--- config.mk ---
export PLATFORM = sky130hd
export DESIGN_NAME = csc_top
export DESIGN_NICKNAME = d
export VERILOG_FILES = /design/src/design/csc_pkg.sv /design/src/design/csc_clk_switch.sv /design/src/design/csc_top.sv
export SDC_FILE = /design/constraint.sdc
export NUM_CORES = 1
export LEC_CHECK = 0
export ABC_AREA = 1
export BUFFER_PORTS_ARGS = -buffer_cell sky130_fd_sc_hd__buf_2
export CAP_MARGIN = 10
export CORE_UTILIZATION = 41
export DETAILED_ROUTE_END_ITERATION = 16
export PLACE_DENSITY = 0.69
export SYNTH_ARGS = -nofsm -noshare
export SYNTH_HDL_FRONTEND = slang
export SYNTH_SLANG_ARGS = --single-unit
--- constraint.sdc ---
create_clock -name clk_sys -period 1.65 [get_ports clk_sys]
set_clock_uncertainty 0.15 [all_clocks]
set_input_delay 0.33 -clock clk_sys [delete_from_list [all_inputs] [get_ports clk_sys]]
set_output_delay 0.33 -clock clk_sys [all_outputs]
set_load 0.02 [all_outputs]
--- src/design/csc_pkg.sv ---
package csc_pkg;

  // ********************************************************
  // register map
  // ********************************************************
  localparam int CSC_AW = 4;
  localparam int CSC_DW = 8;
  localparam logic [3:0] CSC_OFS_INT_OSC_MODE = 4'h0; // internal_osc_mode_reg
  localparam logic [3:0] CSC_OFS_PROC_CLK_CTRL = 4'h1; // processor_clock_ctrl_reg
  localparam logic [3:0] CSC_OFS_CLK_OP_MODE = 4'h2; // clock_op_mode_reg
  localparam logic [3:0] CSC_OFS_MAIN_CLK_MODE = 4'h3; // main_clock_mode_reg

  // ********************************************************
  // field positions
  // ********************************************************
  localparam int CSC_B_HS_STABLE = 7;
  localparam int CSC_B_LS_STOP = 1;
  localparam int CSC_B_HS_STOP = 0;
  localparam int CSC_B_XTAL_START = 6;
  localparam int CSC_B_SUB_STATUS = 5;
  localparam int CSC_B_CPU_SUB_SEL = 4;
  localparam int CSC_B_DIV_MSB = 2;
  localparam int CSC_B_EXT_MAIN = 7;
  localparam int CSC_B_EXT_SUB = 5;
  localparam int CSC_B_SUB_EN = 4;
  localparam int CSC_B_HS_SEL = 2;
  localparam int CSC_B_MAIN_STATUS = 1;
  localparam int CSC_B_MAIN_SEL = 0;

  // ********************************************************
  // reset values and codes
  // ********************************************************
  localparam logic [2:0] CSC_DIV_RST = 3'h1;
  localparam logic [2:0] CSC_DIV_MAX = 3'h4;
  localparam int CSC_NSRC = 4;
  localparam logic [1:0] CSC_SRC_HS_INT = 2'h0;
  localparam logic [1:0] CSC_SRC_XTAL_MAIN = 2'h1;
  localparam logic [1:0] CSC_SRC_EXT_MAIN = 2'h2;
  localparam logic [1:0] CSC_SRC_SUB = 2'h3;

endpackage

--- src/design/csc_clk_switch.sv ---
`timescale 1ns/1ps
// glitch-free selection among source tick streams
module csc_clk_switch #(
  parameter int NSRC = 4
) (
  input wire logic clk_sys, // system clock
  input wire logic rst_n, // synchronised reset, active low
  input wire logic ce, // clock enable
  input wire logic [NSRC-1:0] src_tick, // one tick per source edge
  input wire logic [1:0] sel, // requested source
  output logic tick_r, // selected tick stream
  output logic [1:0] cur_r // source actually in use
);
  import csc_pkg::*;

  typedef enum logic [1:0] {CSC_SW_RUN, CSC_SW_OLD, CSC_SW_NEW} csc_sw_t;
  csc_sw_t st_r;
  csc_sw_t st_nxt;
  logic [1:0] cur_nxt;

  // ********************************************************
  // switch sequencing
  // ********************************************************
  wire old_tick = src_tick[cur_r];
  wire new_tick = src_tick[sel];

  // safe point handover
  // the old stream is released on its own tick, the new one is taken on its own
  // tick, so no shortened pulse reaches the consumer
  always_comb begin
    st_nxt = st_r;
    cur_nxt = cur_r;
    case (st_r)
      CSC_SW_RUN: begin
        if (sel != cur_r && old_tick) begin
          st_nxt = CSC_SW_NEW;
        end else if (sel != cur_r) begin
          st_nxt = CSC_SW_OLD;
        end
      end
      CSC_SW_OLD: begin
        if (old_tick) begin
          st_nxt = CSC_SW_NEW;
        end
      end
      CSC_SW_NEW: begin
        if (new_tick) begin
          st_nxt = CSC_SW_RUN;
          cur_nxt = sel;
        end
      end
      default: begin
        st_nxt = CSC_SW_RUN;
      end
    endcase
  end

  // output gated while a handover is pending
  always_ff @(posedge clk_sys or negedge rst_n) begin
    if (!rst_n) begin
      st_r <= CSC_SW_RUN;
      cur_r <= CSC_SRC_HS_INT;
      tick_r <= 1'b0;
    end else if (ce) begin
      st_r <= st_nxt;
      cur_r <= cur_nxt;
      tick_r <= (st_r == CSC_SW_RUN) && (sel == cur_r) && old_tick;
    end
  end

endmodule

--- src/design/csc_top.sv ---
`timescale 1ns/1ps
module csc_top (
  input wire logic clk_sys, // 25 MHz system clock
  input wire logic nrst, // asynchronous reset, active low
  input wire logic ce, // clock enable, freezes state when low
  input wire logic [csc_pkg::CSC_AW-1:0] reg_addr, // register address
  input wire logic [csc_pkg::CSC_DW-1:0] reg_wdata, // register write data
  input wire logic reg_wr, // write strobe
  input wire logic reg_rd, // read strobe
  output logic [csc_pkg::CSC_DW-1:0] reg_rdata_r, // read data, cycle after strobe
  input wire logic hs_int_tick, // internal high-speed oscillator tick
  input wire logic hs_osc_ready, // internal high-speed accuracy settled
  input wire logic xtal_main_tick, // main crystal tick
  input wire logic ext_main_tick, // external main clock tick
  input wire logic sub_crystal_tick, // subsystem crystal tick
  input wire logic sub_ext_tick, // external subsystem clock tick on second pin
  input wire logic ls_tick, // low-speed oscillator tick (30 kHz typ)
  input wire logic stop_mode, // STOP instruction in effect
  input wire logic wdt_enable_cfg, // watchdog enabled by configuration
  input wire logic ls_nonstop_cfg, // low-speed oscillator not stoppable
  input wire logic tmr8_ls_select, // 8-bit timer counts low-speed clock
  output logic hs_osc_run_r, // internal high-speed oscillator enable
  output logic ls_osc_run_r, // low-speed oscillator enable
  output logic sub_xtal_mode_r, // subsystem pins in crystal mode
  output logic sub_ext_mode_r, // second pin takes external clock
  output logic sub_crystal_in_pin_port_r, // first pin is input port
  output logic sub_crystal_out_pin_port_r, // second pin is input port
  output logic cpu_clk_tick_r, // CPU clock tick
  output logic periph_clk_tick_r, // peripheral clock tick
  output logic wdt_clk_tick_r, // watchdog clock tick
  output logic tmr8_clk_tick_r // 8-bit timer low-speed tick
);
  import csc_pkg::*;

  // ********************************************************
  // reset release
  // ********************************************************
  logic rst_meta_r;
  logic rst_n;

  // two-stage release so removal meets timing
  always_ff @(posedge clk_sys or negedge nrst) begin
    if (!nrst) begin
      rst_meta_r <= 1'b0;
      rst_n <= 1'b0;
    end else begin
      rst_meta_r <= 1'b1;
      rst_n <= rst_meta_r;
    end
  end

  // ********************************************************
  // control registers
  // ********************************************************
  logic hs_osc_stop_r;
  logic low_speed_osc_stop_r;
  logic crystal_start_r;
  logic cpu_subclock_select_r;
  logic [2:0] cpu_div_r;
  logic external_main_select_r;
  logic external_subclock_select_r;
  logic subclock_enable_r;
  logic high_speed_select_r;
  logic main_source_select_r;

  wire wr_rcm = reg_wr && (reg_addr == CSC_OFS_INT_OSC_MODE);
  wire wr_pcc = reg_wr && (reg_addr == CSC_OFS_PROC_CLK_CTRL);
  wire wr_occ = reg_wr && (reg_addr == CSC_OFS_CLK_OP_MODE);
  wire wr_mcm = reg_wr && (reg_addr == CSC_OFS_MAIN_CLK_MODE);
  wire [2:0] div_wr = reg_wdata[CSC_B_DIV_MSB:0];
  // prohibited divider codes are dropped, the old ratio stays
  wire div_ok = (div_wr <= CSC_DIV_MAX);

  always_ff @(posedge clk_sys or negedge rst_n) begin
    if (!rst_n) begin
      hs_osc_stop_r <= 1'b0;
      low_speed_osc_stop_r <= 1'b0;
      crystal_start_r <= 1'b0;
      cpu_subclock_select_r <= 1'b0;
      cpu_div_r <= CSC_DIV_RST;
      external_main_select_r <= 1'b0;
      external_subclock_select_r <= 1'b0;
      subclock_enable_r <= 1'b0;
      high_speed_select_r <= 1'b0;
      main_source_select_r <= 1'b0;
    end else if (ce) begin
      if (wr_rcm) begin
        hs_osc_stop_r <= reg_wdata[CSC_B_HS_STOP];
        low_speed_osc_stop_r <= reg_wdata[CSC_B_LS_STOP];
      end
      if (wr_pcc) begin
        crystal_start_r <= reg_wdata[CSC_B_XTAL_START];
        cpu_subclock_select_r <= reg_wdata[CSC_B_CPU_SUB_SEL];
      end
      if (wr_pcc && div_ok) begin
        cpu_div_r <= div_wr;
      end
      if (wr_occ) begin
        external_main_select_r <= reg_wdata[CSC_B_EXT_MAIN];
        external_subclock_select_r <= reg_wdata[CSC_B_EXT_SUB];
        subclock_enable_r <= reg_wdata[CSC_B_SUB_EN];
      end
      if (wr_mcm) begin
        high_speed_select_r <= reg_wdata[CSC_B_HS_SEL];
        main_source_select_r <= reg_wdata[CSC_B_MAIN_SEL];
      end
    end
  end

  // ********************************************************
  // oscillator and pin control
  // ********************************************************
  // stop bit halts oscillator, except the low-speed one while ls_nonstop_cfg is set
  // STOP mode also halts the high-speed one; the low-speed and subsystem paths never look at stop_mode
  wire hs_run_nxt = !hs_osc_stop_r && !stop_mode;
  wire ls_run_nxt = ls_nonstop_cfg || !low_speed_osc_stop_r;
  wire xtal_mode = crystal_start_r || (!external_subclock_select_r && subclock_enable_r);
  wire ext_mode = !crystal_start_r && external_subclock_select_r && subclock_enable_r;
  wire sub_tick = (xtal_mode && sub_crystal_tick) || (ext_mode && sub_ext_tick);
  // stopped sources deliver no ticks, so switches wait rather than glitch
  wire hs_int_live = hs_int_tick && hs_osc_run_r;

  always_ff @(posedge clk_sys or negedge rst_n) begin
    if (!rst_n) begin
      hs_osc_run_r <= 1'b1;
      ls_osc_run_r <= 1'b1;
      sub_xtal_mode_r <= 1'b0;
      sub_ext_mode_r <= 1'b0;
      sub_crystal_in_pin_port_r <= 1'b1;
      sub_crystal_out_pin_port_r <= 1'b1;
    end else if (ce) begin
      hs_osc_run_r <= hs_run_nxt;
      ls_osc_run_r <= ls_run_nxt;
      sub_xtal_mode_r <= xtal_mode;
      sub_ext_mode_r <= ext_mode;
      sub_crystal_in_pin_port_r <= !xtal_mode;
      sub_crystal_out_pin_port_r <= !xtal_mode && !ext_mode;
    end
  end

  // ********************************************************
  // source selection
  // ********************************************************
  logic [CSC_NSRC-1:0] src_tick;
  logic [1:0] cpu_sel;
  logic [1:0] per_sel;
  logic [1:0] hs_sys_src;
  logic [1:0] cpu_cur;
  logic [1:0] per_cur;
  logic cpu_raw_tick;
  logic per_raw_tick;

  assign src_tick = {sub_tick, ext_main_tick, xtal_main_tick, hs_int_live};
  assign hs_sys_src = external_main_select_r ? CSC_SRC_EXT_MAIN : CSC_SRC_XTAL_MAIN;
  assign cpu_sel = cpu_subclock_select_r ? CSC_SRC_SUB :
                   (high_speed_select_r && main_source_select_r) ? hs_sys_src : CSC_SRC_HS_INT;
  assign per_sel = high_speed_select_r ? hs_sys_src : CSC_SRC_HS_INT;

  csc_clk_switch #(
    .NSRC(CSC_NSRC)
  ) u_cpu_sw (
    .clk_sys(clk_sys),
    .rst_n(rst_n),
    .ce(ce),
    .src_tick(src_tick),
    .sel(cpu_sel),
    .tick_r(cpu_raw_tick),
    .cur_r(cpu_cur)
  );

  csc_clk_switch #(
    .NSRC(CSC_NSRC)
  ) u_per_sw (
    .clk_sys(clk_sys),
    .rst_n(rst_n),
    .ce(ce),
    .src_tick(src_tick),
    .sel(per_sel),
    .tick_r(per_raw_tick),
    .cur_r(per_cur)
  );

  // ********************************************************
  // cpu divider and clock outputs
  // ********************************************************
  logic [3:0] div_cnt_r;
  wire on_sub = (cpu_cur == CSC_SRC_SUB);
  wire [3:0] div_mask = 4'(({1'b0, 4'h1} << cpu_div_r) - 5'h01);
  wire cpu_tick_nxt = cpu_raw_tick && (on_sub || ((div_cnt_r & div_mask) == div_mask));

  // divider counts every non-subsystem tick (internal high-speed, crystal and external main) so the ratio holds across switches
  always_ff @(posedge clk_sys or negedge rst_n) begin
    if (!rst_n) begin
      div_cnt_r <= 4'h0;
      cpu_clk_tick_r <= 1'b0;
      periph_clk_tick_r <= 1'b0;
      wdt_clk_tick_r <= 1'b0;
      tmr8_clk_tick_r <= 1'b0;
    end else if (ce) begin
      if (cpu_raw_tick && !on_sub) begin
        div_cnt_r <= div_cnt_r + 4'h1;
      end
      cpu_clk_tick_r <= cpu_tick_nxt;
      periph_clk_tick_r <= per_raw_tick;
      wdt_clk_tick_r <= ls_tick && ls_osc_run_r && wdt_enable_cfg;
      tmr8_clk_tick_r <= ls_tick && ls_osc_run_r && tmr8_ls_select;
    end
  end

  // ********************************************************
  // register read back
  // ********************************************************
  logic [CSC_DW-1:0] rd_mux;

  // status from completed switch
  // status reads cur, not the request, so it flips only after handover
  always_comb begin
    rd_mux = 8'h00;
    case (reg_addr)
      CSC_OFS_INT_OSC_MODE: begin
        rd_mux[CSC_B_HS_STABLE] = hs_osc_ready && hs_osc_run_r;
        rd_mux[CSC_B_LS_STOP] = low_speed_osc_stop_r;
        rd_mux[CSC_B_HS_STOP] = hs_osc_stop_r;
      end
      CSC_OFS_PROC_CLK_CTRL: begin
        rd_mux[CSC_B_XTAL_START] = crystal_start_r;
        rd_mux[CSC_B_SUB_STATUS] = on_sub;
        rd_mux[CSC_B_CPU_SUB_SEL] = cpu_subclock_select_r;
        rd_mux[CSC_B_DIV_MSB:0] = cpu_div_r;
      end
      CSC_OFS_CLK_OP_MODE: begin
        rd_mux[CSC_B_EXT_MAIN] = external_main_select_r;
        rd_mux[CSC_B_EXT_SUB] = external_subclock_select_r;
        rd_mux[CSC_B_SUB_EN] = subclock_enable_r;
      end
      CSC_OFS_MAIN_CLK_MODE: begin
        rd_mux[CSC_B_HS_SEL] = high_speed_select_r;
        rd_mux[CSC_B_MAIN_STATUS] = (cpu_cur == CSC_SRC_XTAL_MAIN) || (cpu_cur == CSC_SRC_EXT_MAIN);
        rd_mux[CSC_B_MAIN_SEL] = main_source_select_r;
      end
      default: begin
        rd_mux = 8'h00;
      end
    endcase
  end

  // read data held only in the cycle after the strobe
  always_ff @(posedge clk_sys or negedge rst_n) begin
    if (!rst_n) begin
      reg_rdata_r <= 8'h00;
    end else if (ce) begin
      reg_rdata_r <= reg_rd ? rd_mux : 8'h00;
    end
  end

  // per_cur is kept for debug visibility of the peripheral handover
  wire per_unused = |per_cur;

endmodule

Word-level counts from Yosys, hierarchy flattened --
Cells that the tools add are included.
Operators by class: order comparisons 5, equal/unequal tests 21, add/sub/neg operators 2, shift operators 1, reduce and logical (&&, ||, !) cells 52, mux-type cells 28, bitwise gates (word level) 1
Operators with widths (count):
- $logic_and A1 B1 Y1 | 26
- $mux W2 | 12
- $pmux W2 S3 | 3
- $lt A2 B3 Y1 const B | 4
- $reduce_and A2 Y1 | 6
- $bmux W1 S2 | 4
- $eq A2 B2 Y1 const B | 4
- $eq A4 B2 Y1 const B | 2
- $logic_not A1 Y1 | 8
- $mux W8 | 1
- $ne A2 B1 Y1 const B | 4
- $reduce_and A4 Y1 | 2
- $eq A2 B1 Y1 const B | 3
- $ne A3 B1 Y1 const B | 2
- $reduce_and A3 Y1 | 2
- $logic_or A1 B1 Y1 | 5
- $mux W1 | 5
- $add A4 B1 Y4 const B | 1
- $and A4 B4 Y4 | 1
- $eq A2 B2 Y1 | 2
- $eq A4 B1 Y1 const B | 1
- $eq A4 B4 Y1 | 1
- $logic_not A2 Y1 | 2
- $logic_not A4 Y1 | 1
- other kinds (6) | 8
Storage, ports and cells: register bits 46, input port bits 28

Logic depth before layout (Yosys ltp) --
depth after elaboration 10, depth in mapped cells 11

Modules after synthesis --
From an unflattened synthesis, not the netlist that was laid out.
Second synthesis, totals: cells, all modules 331, area, all modules 2483.6 sq um
Modules (own cells, without submodules):
- csc_top | times used 1, sequential area each 882.1 sq um, area an instance 1742.9 sq um, cells each 211
- csc_clk_switch | times used 2, sequential area each 125.1 sq um, area an instance 370.4 sq um, cells each 60

Least setup slack after synthesis --
OpenSTA, ideal clock, no wires.
path type reg-to-reg, from register cpu_div_r[0], to register cpu_clk_tick_r, stages on the path, launching flop included 10, buffers on the path 0, path slack 0.186 ns, arrival 1.197 ns, path through dfstp_2 inv_1 nand3_1 ha_1 xnor2_1 nand2_1 o211ai_1 nand2_1 nand2_1 nand2_1
On the way: longest elaborated chain between the ends 6
Ends and longest elaborated chain:
- start: declaration | line csc_top.sv:59 | logic [2:0] cpu_div_r;
- start signal: assignment | line csc_top.sv:96 | cpu_div_r <= div_wr;
- $shl A1 B3 Y4 (*) | line csc_top.sv:188 | wire [3:0] div_mask = 4'(({1'b0, 4'h1} << cpu_div_r) - 5'h01);
- $sub A4 B1 Y4 (*) | line csc_top.sv:188
- $and A4 B4 Y4 | line csc_top.sv:189 | wire cpu_tick_nxt = cpu_raw_tick && (on_sub || ((div_cnt_r & div_mask) == div_mask));
- $eq A4 B4 Y1 (*) | line csc_top.sv:189
- $logic_or A1 B1 Y1 (*) | line csc_top.sv:189
- $logic_and A1 B1 Y1 (*) | line csc_top.sv:189
- end signal: assignment | line csc_top.sv:203 | cpu_clk_tick_r <= cpu_tick_nxt;
- end: declaration | line csc_top.sv:28 | output logic cpu_clk_tick_r,
Every way passes the cells marked *; elsewhere a longest branch is shown, timed or not. A chain may end at the register's enable or synchronous reset.

Worst setup path in the final report --
Same ends and word-level chain as after synthesis.

==> results.md <==
- Path type of the worst setup path: reg -> reg
- Synthesis-to-layout area growth: 20.7%
- Final-report setup violation count: 0
- Placed Instance Area: 2680 um^2
- Maximum number of pins on one net before global-route repair: between 40 and 50
- Top_reg_cell synth: sky130_fd_sc_hd__dfrtp_1
- Switching pwr: roughly 1.3 mW
- Number of cells in the finished layout apart from fillers: around 420
- Antenna violations before repair: 0
- Maximum fanout along the worst path: 3
- Final critical-path setup slack: 0.0926 ns
- Simple-gate share of the synthesized area: between 20 and 30%
- Final worst-path cycle share: 94.4%
- Post-placement worst setup slack: 0.0849 ns
- Number of pins with negative max-slew slack in the final report: 0
- Mean instance size in the synthesized netlist: 8.02 um^2
- Overflow left after global routing: 0
- DR vias/cell: roughly 5
- Fraction of power spent switching nets: approximately 36%
- Source of the worst hold timing path: stop_mode
- Worst setup path startpoint: cpu_div_r[0]
- Finished layout cell area: 2840 um^2
- Number of cell rows: 27
- Detailed-route via count: about 2,100
- GPL Wtd Cong: ~0.88
- CTS tree: yes
- Port Buffers: between 40 and 50
- Metal-1 WL: about 2500 um
- Synthesized-area fraction occupied by adder cells: 1.60%
- FF-to-FF Start: cpu_div_r[0]
- Avg WL per Cell: 12.6 um
- Core outline area: about 5500 um^2
- Mux share of post-synthesis cell area: 0.479%
- Final routed DRC violation total: 0
- Portion of total power attributed to sequential cells: between 40% and 50%
- Internal power consumption: 2.29 mW
- Starting utilization of the core area: between 40% and 50%
- Final critical-path required period: 1.56 ns
- Global Route Usage Sum: between 10% and 20%
- First-iteration detailed-routing DRC count: 80
- Final Total Pwr: 3.60 mW
- Leakage power of the design: 1.46 nW
- Launching element type of the critical path: register
- Y dimension of the die: about 80 um
- Highest routing layer actually used: met4
- Post-synthesis register bit count: 45
- Hpwl dp: 4090 um
- Total CTS buffers: 5
- Power density cells: 1270 nW/um^2
- CTS clk-pin slew, worst paths: around 0.08 ns
- Initial DRT Pass Iterations: 6
- RSZ-0062 raised after global routing: yes
- Detailed-routed wire length on met2: between 2000 and 2500 um
- Combinational fraction of design power: between 30% and 40%
- H-tree depth reported by CTS: 2
- Post-synthesis instance area: 2350 um^2
- I/O pins: 46
- Count of flip-flops with a built-in enable after synthesis: 0
- Count of mapped cells out of synthesis: between 200 and 300
- Library cells used by synthesis: 33
- Area fraction of the dominant cell type after synthesis: a little over two fifths
- Synthesized net count: approximately 320
- Die Outline Area: 6040 um^2
- Horizontal die dimension: between 70 and 80 um
- Finished Core Util: 51.5%
- Number of nets at the end of the flow: ~380
- Data required time at the worst endpoint: approximately 1.7 ns
- Synth area leaders: sky130_fd_sc_hd__dfrtp_1, sky130_fd_sc_hd__nand2_1, sky130_fd_sc_hd__nand3_1
- Routed WL: approximately 5300 um
- Fraction of the mapped netlist area in compound gates: 12.7%
- Global-route wire length before repair: between 9000 and 10,000 um
- CP Capture Type: register
- Post-synthesis async set-or-reset flop share: 100%
- Data arrival time of the critical path: roughly 1.6 ns
- Buffer levels on the longest clock path: 2
- Hold Crit Class: in -> reg
- Via count of the first global-routing pass: roughly 2,000
- CTS root buffer: sky130_fd_sc_hd__clkbuf_8
- Total met3 wirelength after detailed routing: between 200 and 300 um
- Most area-hungry cell type in the Yosys netlist: sky130_fd_sc_hd__dfrtp_1
- Fraction of final layout cells with drive strength greater than 1: 25.4%
- Share of total power in the clock network: a little under a quarter
- Sequential share of the synthesized area: about half
- Final Hold Vio Count: 0
- Instance count after placement with tap cells included: roughly 400
- Antenna diode count: 0
- Sink count of the clock tree: 45
- Layout filler cell count: around 530
- Peak Freq: 0.642 GHz
- Insertion delay to the later sink of the worst-skew pair: about 0.30 ns
- # Max-Cap Violations: 0
- Outcome: complete, no violations
- Antenna viol nets, final: 0
- Largest family of logic cells by synthesized area: simple AND/OR/NAND/NOR gates
- Number of warnings issued by yosys: 0
- Post-Synth XOR/XNOR Area: 1.49%
- Maximum vdd ir drop: 0.000594 V
[repair_timing]
| item | 4_1_cts | 5_1_grt |
|---|---|---|
| hold endpoints to repair | 2 | 0 |
| setup endpoints to repair | 0 | 5 |
| hold buffers | 1 | 0 |
| setup buffers | 0 | 1 |
| gates resized for setup | 0 | 8 |
[flip-flops by register name, indices dropped and copies added, names as in the netlist, 2 cells and up]
signal,count
cpu_div_r,3
u_per_sw.st_r,2
u_cpu_sw.st_r,2
u_per_sw.cur_r,2
reg_rdata_r,7
div_cnt_r,4
u_cpu_sw.cur_r,2
[worst max-delay path: stages, from the launching register on]
cell	delay [ns]
sky130_fd_sc_hd__dfstp_2	0.54
sky130_fd_sc_hd__inv_1	0.07
sky130_fd_sc_hd__nand3_2	0.09
sky130_fd_sc_hd__ha_2	0.26
sky130_fd_sc_hd__o211ai_1	0.18
sky130_fd_sc_hd__nand2_1	0.07
sky130_fd_sc_hd__nand2_1	0.06
sky130_fd_sc_hd__nand2_1	0.04
[power by group through the flow]
stage | sequential, mW | clock (mW) | combinational (mW)
finish | 1.55 | 0.864 | 1.19
CTS | 1.54 | 0.887 | 1.16
global route | 1.58 | 0.928 | 1.36
floorplan | 1.58 | 0 | 0.816
detailed placement | 1.56 | 0 | 1.15
global placement | 1.55 | 0 | 1.12
[layout make-up]
cell class | count | area (um^2) | area share (%)
Clock buffer | 7 | 86.3 | 3.04
Clock inverter | 1 | 30.0 | 1.06
Inverter | 37 | 139 | 4.89
Multi-Input combinational cell | 205 | 1070 | 37.6
Sequential cell | 45 | 1130 | 40.0
Tap cell | 72 | 90.1 | 3.17
Timing Repair Buffer | 51 | 290 | 10.2
[path summary, 6_finish.rpt]
check	depth (start not counted)	slack (ns)	end
setup / recovery	7	0.09	cpu_clk_tick_r
hold / removal	2	0.03	hs_osc_run_r
setup reg to reg	7	0.09	cpu_clk_tick_r
hold reg to reg	1	0.09	cpu_div_r[2]
max in group asynchronous	1	0.99	sub_crystal_in_pin_port_r
min in group asynchronous	1	0.09	cpu_div_r[2]
[cells in the mapped netlist (all sizes together) (2+ instances only)]
| library cell | number |
|---|---|
| o211ai | 5 |
| dfrtp | 40 |
| buf | 5 |
| a22o | 5 |
| a21oi | 10 |
| o22ai | 3 |
| conb | 2 |
| nand2 | 82 |
| xor2 | 3 |
| nand3b | 2 |
| o21ai | 23 |
| inv | 37 |
| nand3 | 34 |
| nor2 | 22 |
| dfstp | 5 |
| nand4 | 4 |
| o31ai | 2 |
| ha | 3 |
[metal layers]
metal  up-vias  global-route usage, %
li1       1064                      -
met1       961                   26.1
met2        60                   31.9
met3         4                   3.76
met4         0                   6.23
met5         -                      0
[cells in the final DEF, fill, tap and decap left out, types with 6 or more instances in the layout]
master                      n
sky130_fd_sc_hd__a21oi_1    8
sky130_fd_sc_hd__buf_2     43
sky130_fd_sc_hd__buf_4      6
sky130_fd_sc_hd__clkbuf_8   6
sky130_fd_sc_hd__dfrtp_1   38
sky130_fd_sc_hd__inv_1     31
sky130_fd_sc_hd__inv_2      6
sky130_fd_sc_hd__nand2_1   78
sky130_fd_sc_hd__nand3_1   29
sky130_fd_sc_hd__nor2_1    18
sky130_fd_sc_hd__o21ai_0   19
[cell families (layout without fill, tap and decap cells)]
family,count (synthesis),count (layout)
other cells,2,2
buf+inv,43,96
fa+ha+maj,3,3
simple gates,145,145
flops,45,45
compound gates,50,50
mux,1,1
xor+xnor,4,4
[per-stage QoR]
| stage | TNS (ns) | hold WS (ns) |
|---|---|---|
| 2_1_floorplan | 0 | -0.116 |
| 3_3_place_gp | 0 | -0.0349 |
| 3_5_place_dp | 0 | -0.0316 |
| 4_1_cts | 0 | 0.0265 |
| 5_1_grt | -0.0429 | 0.0254 |
| 6_report | 0 | 0.0301 |
No activity file was read; power rests on OpenSTA's default activity.
